==> src/design/rtc_params.svh <==
// rtc_params.svh: offsets, field positions and reset values of the rtc
// assumes it is included by bare name from every rtc design file except the package
`ifndef RTC_PARAMS_SVH
`define RTC_PARAMS_SVH

`define RTC_ADR_W 6
`define RTC_DAT_W 16
`define RTC_WORDS 10

// device register byte offsets; word index is offset divided by four
`define RTC_OFS_CTRL_HI 6'h00
`define RTC_OFS_CTRL_LO 6'h04
`define RTC_OFS_PRL_HI 6'h08
`define RTC_OFS_PRL_LO 6'h0C
`define RTC_OFS_DIV_HI 6'h10
`define RTC_OFS_DIV_LO 6'h14
`define RTC_OFS_CNT_HI 6'h18
`define RTC_OFS_CNT_LO 6'h1C
`define RTC_OFS_ALR_HI 6'h20
`define RTC_OFS_ALR_LO 6'h24

`define RTC_IDX_PRL_HI 4'h2
`define RTC_IDX_PRL_LO 4'h3
`define RTC_IDX_CNT_HI 4'h6
`define RTC_IDX_CNT_LO 4'h7
`define RTC_IDX_ALR_HI 4'h8
`define RTC_IDX_ALR_LO 4'h9

// control low fields
`define RTC_BIT_DONE 5
`define RTC_BIT_CFG 4
`define RTC_BIT_GIR 3
// flag and enable positions; bits 0 to 2 shared by both control words, GLB in control high only
`define RTC_BIT_OVF 2
`define RTC_BIT_ALM 1
`define RTC_BIT_SEC 0
`define RTC_BIT_GLB 3

`define PRESCALER_RELOAD_RST 20'h08000
`define RTC_DIV_RST 20'h08000
`define COUNT_VALUE_RST 32'h00000000
`define ALARM_VALUE_RST 32'h00000000
`define COUNT_VALUE_MAX 32'hFFFFFFFF

// controller wishbone map
`define RTC_WB_CMD 8'h00
`define RTC_WB_WDATA 8'h04
`define RTC_WB_RDATA 8'h08
`define RTC_WB_STATUS 8'h0C
`define RTC_WB_CMD_WE 8

`endif

==> src/design/rtc_pkg.sv <==
// rtc_pkg: state types of the rtc device and its controller
// assumes nothing of its surroundings
package rtc_pkg;
  typedef enum logic [2:0] {
    RTC_XF_IDLE = 3'b001,
    RTC_XF_WAIT1 = 3'b010,
    RTC_XF_WAIT2 = 3'b100
  } rtc_xfer_t;

  typedef enum logic [3:0] {
    RTC_H_IDLE = 4'b0001,
    RTC_H_POLL = 4'b0010,
    RTC_H_GAP = 4'b0100,
    RTC_H_XFER = 4'b1000
  } rtc_host_t;
endpackage : rtc_pkg

==> src/design/rtc_link_if.sv <==
// rtc_link_if: register link between the rtc device and its controller
// assumes both ends run on the same clock
`timescale 1ns/1ps
`include "rtc_params.svh"
interface rtc_link_if;
  logic req;
  logic we;
  logic [`RTC_ADR_W-1:0] addr;
  logic [`RTC_DAT_W-1:0] wdata;
  logic [`RTC_DAT_W-1:0] rdata;
  logic ack;
  logic irq_global;
  logic irq_sec;
  logic irq_alarm;
  logic irq_ovf;

  modport dev (
    input req, we, addr, wdata,
    output rdata, ack, irq_global, irq_sec, irq_alarm, irq_ovf
  );
  modport ctl (
    output req, we, addr, wdata,
    input rdata, ack, irq_global, irq_sec, irq_alarm, irq_ovf
  );
endinterface : rtc_link_if

==> src/design/rtc_device.sv <==
// rtc_device: prescaler, 32-bit counter, alarm and flags of the rtc
// assumes the slow clock arrives as a level at most a quarter of i_clock
//
// The address map and register access over Wishbone were decided locally.
`timescale 1ns/1ps
`include "rtc_params.svh"

// What this block does
// (RL1) 20-bit prescaler divides slow clock
// (RL2) tick period programmable up to one second
// (RL3) 32-bit loadable counter advances each tick
// (RL4) second request every tick, gated by enable
// (RL5) alarm request when counter equals alarm
// (RL6) overflow request when counter wraps
// (RL7) global request is OR of three
// (RL8) slow clock at most quarter bus clock
// (RL9) 16-bit registers on bus clock
// (RL10) bus isolated when main power off
// (RL11) system reset clears all but core
// (RL12) power-on reset alone clears core registers
// (RL13) counting starts at power-on, enables cleared
// (RL14) software clears stale flags before enabling
// (RL15) reload, counter, alarm writes need config
// (RL16) writes rejected while write done low
// (RL17) software follows poll, set, write, clear
// (RL18) transfer on config clear, two slow cycles
// (RL19) wait one slow period after wakeup
// (RL20) flags set by hardware, cleared writing zero
// (RL21) each request gated by own enable
// (RL22) divider reloads each tick, readable live
// (RL23) counter half write restarts prescaler
// (RL24) slow clock and transfers properly synchronised
module rtc_device
  import rtc_pkg::*;
(
  input wire logic i_clock,
  input wire logic i_arst_n,
  input wire logic i_sys_arst_n,
  input wire logic i_slow_clock,
  input wire logic i_main_power_ok,
  rtc_link_if.dev link,
  output logic o_time_base_tick,
  output logic [31:0] o_count_value
);
  logic slow_s1;
  logic slow_s2;
  logic slow_s3;
  logic slow_edge;
  logic [19:0] prescaler_reload;
  logic [19:0] divider;
  logic [31:0] count_value;
  logic [31:0] alarm_value;
  logic [19:0] next_reload;
  logic [31:0] next_count;
  logic [31:0] next_alarm;
  logic time_base_tick;
  logic [2:0] event_set;
  logic [2:0] flags;
  logic [3:0] enables;
  logic config_flag;
  logic write_done_flag;
  logic [`RTC_DAT_W-1:0] stage [0:`RTC_WORDS-1];
  logic [`RTC_WORDS-1:0] pend;
  rtc_xfer_t xfer_state;
  logic apply;
  logic access;
  logic write_ok;
  logic [3:0] word_idx;
  logic cfg_target;
  logic [`RTC_DAT_W-1:0] read_val;
  logic ack;
  logic [`RTC_DAT_W-1:0] rdata;

  // slow clock is a plain level; edges are taken from the second and third stages
  always_ff @(posedge i_clock or negedge i_arst_n) begin
    if (!i_arst_n) begin
      slow_s1 <= 1'b0;
      slow_s2 <= 1'b0;
      slow_s3 <= 1'b0;
    end else begin
      slow_s1 <= i_slow_clock; // RL24
      slow_s2 <= slow_s1;
      slow_s3 <= slow_s2;
    end
  end
  // a quarter-rate slow clock leaves room for the synchroniser
  assign slow_edge = slow_s2 & ~slow_s3; // RL8

  assign time_base_tick = slow_edge && (divider == 20'h00000) && !apply; // RL1
  assign apply = (xfer_state == RTC_XF_WAIT2) && slow_edge;

  // staged halves override the live ones only where written
  always_comb begin
    next_reload = prescaler_reload;
    next_count = count_value;
    next_alarm = alarm_value;
    if (pend[`RTC_IDX_PRL_HI]) begin
      next_reload[19:16] = stage[`RTC_IDX_PRL_HI][3:0];
    end
    if (pend[`RTC_IDX_PRL_LO]) begin
      next_reload[15:0] = stage[`RTC_IDX_PRL_LO];
    end
    if (pend[`RTC_IDX_CNT_HI]) begin
      next_count[31:16] = stage[`RTC_IDX_CNT_HI];
    end
    if (pend[`RTC_IDX_CNT_LO]) begin
      next_count[15:0] = stage[`RTC_IDX_CNT_LO];
    end
    if (pend[`RTC_IDX_ALR_HI]) begin
      next_alarm[31:16] = stage[`RTC_IDX_ALR_HI];
    end
    if (pend[`RTC_IDX_ALR_LO]) begin
      next_alarm[15:0] = stage[`RTC_IDX_ALR_LO];
    end
  end

  // core chain: only power-on reset touches it
  always_ff @(posedge i_clock or negedge i_arst_n) begin
    if (!i_arst_n) begin
      prescaler_reload <= `PRESCALER_RELOAD_RST; // RL12
      divider <= `RTC_DIV_RST;
      count_value <= `COUNT_VALUE_RST;
      alarm_value <= `ALARM_VALUE_RST;
    end else if (apply) begin
      prescaler_reload <= next_reload; // RL2
      count_value <= next_count;
      alarm_value <= next_alarm;
      if (pend[`RTC_IDX_PRL_HI] || pend[`RTC_IDX_PRL_LO] ||
          pend[`RTC_IDX_CNT_HI] || pend[`RTC_IDX_CNT_LO]) begin
        divider <= next_reload; // RL23
      end
    end else if (slow_edge) begin
      // free running from power-on onward
      if (divider == 20'h00000) begin
        divider <= prescaler_reload; // RL22
        count_value <= count_value + 32'h00000001; // RL3 RL13
      end else begin
        divider <= divider - 20'h00001;
      end
    end
  end

  assign event_set[`RTC_BIT_SEC] = time_base_tick; // RL4
  assign event_set[`RTC_BIT_ALM] = time_base_tick &&
    (count_value + 32'h00000001 == alarm_value); // RL5
  assign event_set[`RTC_BIT_OVF] = time_base_tick &&
    (count_value == `COUNT_VALUE_MAX); // RL6

  assign access = link.req & ~ack & i_main_power_ok; // RL10
  assign word_idx = link.addr[5:2];
  assign write_ok = access & link.we & write_done_flag; // RL16
  assign cfg_target = (word_idx == `RTC_IDX_PRL_HI) ||
    (word_idx == `RTC_IDX_PRL_LO) || (word_idx == `RTC_IDX_CNT_HI) ||
    (word_idx == `RTC_IDX_CNT_LO) || (word_idx == `RTC_IDX_ALR_HI) ||
    (word_idx == `RTC_IDX_ALR_LO);

  // set beats a clear landing in the same cycle
  genvar gi;
  generate
    for (gi = 0; gi < 3; gi = gi + 1) begin : g_flag
      always_ff @(posedge i_clock or negedge i_sys_arst_n) begin
        if (!i_sys_arst_n) begin
          flags[gi] <= 1'b0; // RL11
        end else if (event_set[gi]) begin
          flags[gi] <= 1'b1; // RL20
        end else if (write_ok && link.addr == `RTC_OFS_CTRL_LO &&
                     !link.wdata[gi]) begin
          flags[gi] <= 1'b0; // RL20
        end
      end
    end
  endgenerate

  always_ff @(posedge i_clock or negedge i_sys_arst_n) begin
    if (!i_sys_arst_n) begin
      enables <= 4'h0; // RL21 RL13
      config_flag <= 1'b0;
    end else if (write_ok) begin
      if (link.addr == `RTC_OFS_CTRL_HI) begin
        enables <= link.wdata[3:0];
      end
      if (link.addr == `RTC_OFS_CTRL_LO) begin
        config_flag <= link.wdata[`RTC_BIT_CFG];
      end
    end
  end

  // staging holds software values until the slow side takes them
  always_ff @(posedge i_clock or negedge i_sys_arst_n) begin
    if (!i_sys_arst_n) begin
      pend <= '0;
    end else if (apply) begin
      pend <= '0;
    end else if (write_ok && config_flag && cfg_target) begin
      pend[word_idx] <= 1'b1; // RL15
    end
  end

  always_ff @(posedge i_clock) begin
    if (write_ok && config_flag && cfg_target) begin
      stage[word_idx] <= link.wdata; // RL15
    end
  end

  // leaving config mode starts the update; two slow edges pass
  always_ff @(posedge i_clock or negedge i_sys_arst_n) begin
    if (!i_sys_arst_n) begin
      xfer_state <= RTC_XF_IDLE;
    end else begin
      case (xfer_state)
        RTC_XF_IDLE: begin
          if (write_ok && link.addr == `RTC_OFS_CTRL_LO && config_flag &&
              !link.wdata[`RTC_BIT_CFG]) begin
            xfer_state <= RTC_XF_WAIT1; // RL18
          end
        end
        RTC_XF_WAIT1: begin
          if (slow_edge) begin
            xfer_state <= RTC_XF_WAIT2; // RL18
          end
        end
        RTC_XF_WAIT2: begin
          if (slow_edge) begin
            xfer_state <= RTC_XF_IDLE;
          end
        end
        default: begin
          xfer_state <= RTC_XF_IDLE;
        end
      endcase
    end
  end
  assign write_done_flag = (xfer_state == RTC_XF_IDLE); // RL18

  always_comb begin
    read_val = '0;
    case (link.addr)
      `RTC_OFS_CTRL_HI: read_val[3:0] = enables;
      `RTC_OFS_CTRL_LO: read_val[5:0] = {write_done_flag, config_flag,
                                         |flags, flags};
      `RTC_OFS_DIV_HI: read_val[3:0] = divider[19:16]; // RL22
      `RTC_OFS_DIV_LO: read_val = divider[15:0];
      `RTC_OFS_CNT_HI: read_val = count_value[31:16];
      `RTC_OFS_CNT_LO: read_val = count_value[15:0];
      `RTC_OFS_ALR_HI: read_val = alarm_value[31:16];
      `RTC_OFS_ALR_LO: read_val = alarm_value[15:0];
      default: read_val = '0;
    endcase
  end

  // one answer per request; writes that are refused still answer
  always_ff @(posedge i_clock or negedge i_sys_arst_n) begin
    if (!i_sys_arst_n) begin
      ack <= 1'b0;
      rdata <= '0;
    end else begin
      ack <= access; // RL9
      if (access && !link.we) begin
        rdata <= read_val;
      end
    end
  end

  always_ff @(posedge i_clock or negedge i_arst_n) begin
    if (!i_arst_n) begin
      o_time_base_tick <= 1'b0;
    end else begin
      o_time_base_tick <= time_base_tick;
    end
  end

  assign link.ack = ack;
  assign link.rdata = rdata;
  assign link.irq_sec = flags[`RTC_BIT_SEC] & enables[`RTC_BIT_SEC]; // RL21
  assign link.irq_alarm = flags[`RTC_BIT_ALM] & enables[`RTC_BIT_ALM];
  assign link.irq_ovf = flags[`RTC_BIT_OVF] & enables[`RTC_BIT_OVF];
  assign link.irq_global = (|flags) & enables[`RTC_BIT_GLB]; // RL7
  assign o_count_value = count_value;
endmodule : rtc_device

==> src/flat_wrapper.sv <==
// flat-port wrapper written by rule: the top's interface ports become plain ports
module rtc_device_flat import rtc_pkg::*;
  (i_clock, i_arst_n, i_sys_arst_n, i_slow_clock, i_main_power_ok, o_time_base_tick, o_count_value, link_req, link_we, link_addr, link_wdata, link_rdata, link_ack, link_irq_global, link_irq_sec, link_irq_alarm, link_irq_ovf);
  rtc_link_if link_i ();
  input wire logic i_clock;
  input wire logic i_arst_n;
  input wire logic i_sys_arst_n;
  input wire logic i_slow_clock;
  input wire logic i_main_power_ok;
  output logic o_time_base_tick;
  output logic [31:0] o_count_value;
  input wire logic [$bits(link_i.req)-1:0] link_req;
  input wire logic [$bits(link_i.we)-1:0] link_we;
  input wire logic [$bits(link_i.addr)-1:0] link_addr;
  input wire logic [$bits(link_i.wdata)-1:0] link_wdata;
  output wire logic [$bits(link_i.rdata)-1:0] link_rdata;
  output wire logic [$bits(link_i.ack)-1:0] link_ack;
  output wire logic [$bits(link_i.irq_global)-1:0] link_irq_global;
  output wire logic [$bits(link_i.irq_sec)-1:0] link_irq_sec;
  output wire logic [$bits(link_i.irq_alarm)-1:0] link_irq_alarm;
  output wire logic [$bits(link_i.irq_ovf)-1:0] link_irq_ovf;
  assign link_i.req = link_req;
  assign link_i.we = link_we;
  assign link_i.addr = link_addr;
  assign link_i.wdata = link_wdata;
  assign link_rdata = link_i.rdata;
  assign link_ack = link_i.ack;
  assign link_irq_global = link_i.irq_global;
  assign link_irq_sec = link_i.irq_sec;
  assign link_irq_alarm = link_i.irq_alarm;
  assign link_irq_ovf = link_i.irq_ovf;
  rtc_device u_core (.i_clock(i_clock), .i_arst_n(i_arst_n), .i_sys_arst_n(i_sys_arst_n), .i_slow_clock(i_slow_clock), .i_main_power_ok(i_main_power_ok), .link(link_i), .o_time_base_tick(o_time_base_tick), .o_count_value(o_count_value));
endmodule
==> config.mk <==
export PLATFORM = sky130hd
export DESIGN_NAME = rtc_device_flat
export DESIGN_NICKNAME = d
export VERILOG_FILES = /design/src/design/rtc_pkg.sv /design/src/design/rtc_link_if.sv /design/src/design/rtc_device.sv /design/src/flat_wrapper.sv
export VERILOG_INCLUDE_DIRS = /design/src /design/src/design
export SDC_FILE = /design/constraint.sdc
export NUM_CORES = 1
export LEC_CHECK = 0
export BUFFER_PORTS_ARGS = -buffer_cell sky130_fd_sc_hd__clkbuf_2
export CAP_MARGIN = 10
export CORE_UTILIZATION = 50
export DETAILED_ROUTE_END_ITERATION = 8
export GPL_ROUTABILITY_DRIVEN = 0
export PLACE_DENSITY = 0.64
export SLEW_MARGIN = 0
export SYNTH_ARGS = -nofsm -noshare
export SYNTH_HDL_FRONTEND = slang
export SYNTH_SLANG_ARGS = --single-unit
==> constraint.sdc <==
create_clock -name i_clock -period 4.23 [get_ports i_clock]
set_input_delay 1.269 -clock i_clock [delete_from_list [all_inputs] [get_ports i_clock]]
set_output_delay 1.269 -clock i_clock [all_outputs]
set_load 0.005 [all_outputs]
==> impl_summary.md <==
Run status
The run finished with clean final reports.

Min path
In this run the worst hold path is classified as reg2reg.

Synth
The sequential area share after synthesis is between 50% and 60%. In the synthesized netlist the dominant register cell turns out to be sky130_fd_sc_hd__dfrtp_1. The netlist uses 69 different library cells.

Yosys mapped a number of flops with a built-in enable equal to 84. Of all flip-flops after synthesis, the portion carrying an async set or reset was 62.8%. The register bit count reported by yosys is 226.

Synthesis produced a netlist with a net count of 1,030. The cell type contributing the most total cell area after synthesis is sky130_fd_sc_hd__dfrtp_1. By area the synthesized netlist is led by sky130_fd_sc_hd__dfrtp_1 32%, sky130_fd_sc_hd__edfxtp_1 23%, sky130_fd_sc_hd__mux2_2 6.1%. Yosys printed 0 warnings.

The area share of the leading cell type in the synthesized netlist is 31.7%. The cell count after synthesis is around 1,000. Dividing the synthesized area by the synthesized cell count gives 11.0 um2. The synthesized netlist occupies a cell area of roughly 11,000 um2.

Worst setup path
The slowest stage of the critical path belongs to the cell sky130_fd_sc_hd__or4_1. The startpoint type of the worst setup path is a flop. The element type at the critical path end is a flop. The critical path class is reg2reg. Together, buffers and inverters on the worst path number 1. The setup check on the worst reg-to-reg path leaves a slack of 0.98 ns.

Traced cell by cell, the critical path runs through ha_1 > nand3_1 > nor3_1 > buf_4 > nand3_1 > xnor2_1 > or4_1 > a2111oi_2 > a31o_1. The highest cell delay on the worst timing path is 0.54 ns. Of all nets on the critical path, the largest fanout is 9. In this design, the critical path's most frequently occurring cell is sky130_fd_sc_hd__nand3_1. Grouping stages by cell kind, the critical path spends the most delay in simple AND/OR/NAND/NOR gates. For the worst setup path, the data arrival time is 3.71 ns. The required arrival time at the worst endpoint is 4.69 ns.

Route
The total wire length after detailed routing is 31,500 um. The detailed router finished its first iteration with 797 violations. The detailed-route vias per instance is between 6 and 7. The number of nets with antenna violations after detailed routing is 0. The number of vias after detailed routing is 8,425.

The detail-routed net length per standard cell is 23.2 um. The first detailed-routing pass took 6 iterations. The detailed-route DRC error count is 0.

Timing
The total negative slack for setup checks is 0 ns. The worst max-slew margin expressed relative to the limit is 25.5%. The final worst clock skew is 0.0110 ns.

The number of max-slew violations in the final report is 0. The post-route fraction of the period consumed by the critical path is between 70% and 80%. Setup repair after global routing left no endpoint under its margin. Timing would allow up to 307 MHz. Setup violations remaining at the end of the flow were counted as 0.

For the pin with the worst max-slew slack, the measured transition is ~1.1 ns. The minimum clock period is 3.25 ns. The count of final hold-check violations is 0.

Finish
The multi-input combinational cell area is 4630 um2. Summing all flip-flop and latch instances after layout gives just over 6000 um2. The post-route netlist has about 22% of its cells at a drive strength greater than 1. Leaving out fill and tap cells, the most frequent cell in the layout is sky130_fd_sc_hd__dfrtp_1.

The top cell types in the final layout, fill and taps aside, are 139 x sky130_fd_sc_hd__dfrtp_1, 86 x sky130_fd_sc_hd__a21oi_1, 84 x sky130_fd_sc_hd__edfxtp_1. 0 antenna diodes ended up in the layout. The layout has 1,786 filler cells.

The number of nets in the layout is approximately 1,100. The area added between synthesis and finish is 14.5%. Excluding fillers, the count of instances in the completed layout stands at approximately 1,400.

CTS
The number of hold buffers added after CTS was 0. The clock root buffer master is sky130_fd_sc_hd__clkbuf_16. The clock insertion delay at the later pin of the skew report is roughly 0.52 ns. The longest clock path from root to sink contains 3 buffers. The deepest level of the CTS H-tree is 1. The number of clock buffers added by TritonCTS is 25.

The count of buffers added by post-CTS timing repair for setup is 0. The clock drives 226 sinks. The register clock-pin slew on the reported worst setup and hold paths is ~0.06 ns. The number of cells upsized or downsized after cts is 0. TritonCTS built the clock tree.

Global routing
Entering global routing, the biggest net connects 76 pins. The overall fraction of global-route tracks in use is 28.7%. The total overflow left after global routing is 0. The first global-routing pass estimated 47,900 um of wire.

The number of global-route vias before repair is 7,781. The initial antenna violation count came to 0.

Floorplanning
Measured along the x axis, the die boundary spans 150 um. The count of pins on the block boundary is 83. The die covers 22,500 um2. The initial utilization of the core area, before any placement, comes to 51.6%. The floorplan row count is 53. The core area is approximately 21,000 um2.

The height of the die is roughly 150 um.

Placement
Once detailed placement completed, the half-perimeter wirelength came to 21,700 um. The cell count after placement is 1,312. The number of buffers inserted by port buffering is 82.

Pwr
The total design power is a little over 5 mW. The leakage power figure is 5.22 nW. The power per standard cell area is ~410 nW/um2.

The worst vdd rail ir drop is 0.000297 V.

Flow run
The tool flagged a number of max-cap violations equal to 0.
==> worst register-to-register path, cell delays in order, from the launching register on <==
cell and delay (ns):
sky130_fd_sc_hd__dfrtp_1 0.50, sky130_fd_sc_hd__ha_1 0.30, sky130_fd_sc_hd__nand3_1 0.29, sky130_fd_sc_hd__nor3_1 0.26, sky130_fd_sc_hd__buf_4 0.21, sky130_fd_sc_hd__nand3_1 0.27
sky130_fd_sc_hd__xnor2_1 0.24, sky130_fd_sc_hd__or4_1 0.54, sky130_fd_sc_hd__a2111oi_2 0.39, sky130_fd_sc_hd__a31o_1 0.19
==> area by class of cell <==
cell class	instances	area share, %
clock buffers	37	5.57
clock inverters	8	1.13
inverters	14	0.458
multi-input cells	690	36.8
flip-flops and latches	226	48.4
well taps	275	2.74
repair buffers	107	4.88
==> cell families after synthesis <==
logic type                 share of synthesized area, %
AOI/OAI and AO/OA                                  16.0
xor gates and xnor gates                           4.47
adders and majority gates                         0.433
buffers and inverters                              2.94
DFF                                                55.4
muxes                                              6.94
and+or+nand+nor                                    13.8
==> registers in the layout, indices dropped and copies added, names as in the netlist, 4 cells and up <==
register / count
u_core.pend: 6
u_core.enables: 4
u_core.stage: 84
u_core.o_count_value: 32
u_core.prescaler_reload: 20
u_core.alarm_value: 32
u_core.link.rdata: 16
u_core.divider: 20
==> power breakdown <==
group	switching [mW]	total, mW	internal [mW]
sequential	0.147	2.51	2.36
clock	0.858	2.24	1.39
combinational	0.240	0.429	0.189
==> cell usage after synthesis, types with 4 or more instances <==
cell / number
sky130_fd_sc_hd__clkbuf_1: 57
sky130_fd_sc_hd__inv_1: 13
sky130_fd_sc_hd__nor4_1: 11
sky130_fd_sc_hd__and3_1: 12
sky130_fd_sc_hd__nor2b_1: 7
sky130_fd_sc_hd__o22a_1: 18
sky130_fd_sc_hd__and2_1: 7
sky130_fd_sc_hd__nand3_1: 28
sky130_fd_sc_hd__dfrtp_1: 139
sky130_fd_sc_hd__nand2_1: 79
sky130_fd_sc_hd__a221oi_1: 15
sky130_fd_sc_hd__nor3b_1: 4
sky130_fd_sc_hd__xnor2_1: 37
sky130_fd_sc_hd__nand4_1: 13
sky130_fd_sc_hd__o31a_1: 4
sky130_fd_sc_hd__o22ai_1: 15
sky130_fd_sc_hd__a31oi_1: 9
sky130_fd_sc_hd__nor3_1: 20
sky130_fd_sc_hd__nand2b_1: 9
sky130_fd_sc_hd__a21oi_1: 87
sky130_fd_sc_hd__nor2_1: 81
sky130_fd_sc_hd__or4_4: 4
sky130_fd_sc_hd__a22oi_1: 7
sky130_fd_sc_hd__o21ai_0: 41
sky130_fd_sc_hd__a22o_1: 28
sky130_fd_sc_hd__buf_1: 7
sky130_fd_sc_hd__edfxtp_1: 84
sky130_fd_sc_hd__xor2_1: 19
sky130_fd_sc_hd__o221ai_1: 11
sky130_fd_sc_hd__mux2_2: 59
==> final timing paths <==
check	depth (start not counted)	end	from
min	0	u_core.slow_s2	u_core.slow_s1
min in group asynchronous	1	u_core.o_count_value[0]	i_arst_n
max	9	u_core.flags[1]	u_core.o_count_value[0]
max in group asynchronous	2	u_core.divider[15]	i_arst_n
max reg2reg	9	u_core.flags[1]	u_core.o_count_value[0]
min reg2reg	0	u_core.slow_s2	u_core.slow_s1
==> metrics by stage <==
step	util, %	instance area (um2)	worst slack, ns	hold WS (ns)
floorplan	-	11000	0.0516	0.331
global placement	55.1	11700	0.858	0.335
detailed placement	55.1	11700	0.790	0.345
CTS	59.0	12600	1.01	0.349
global route	59.0	12600	0.777	0.350
finish	59.0	12600	0.976	0.347
==> per-layer routing <==
layer	part of all wire, %	vias up	global-route usage [%]
met5	0	-	0
met1	44	4178	41.6
met4	3.4	0	9.90
li1	-	3865	-
met3	6.2	57	3.30
met2	46	325	44.7
Power figures use the tool's default switching activity.
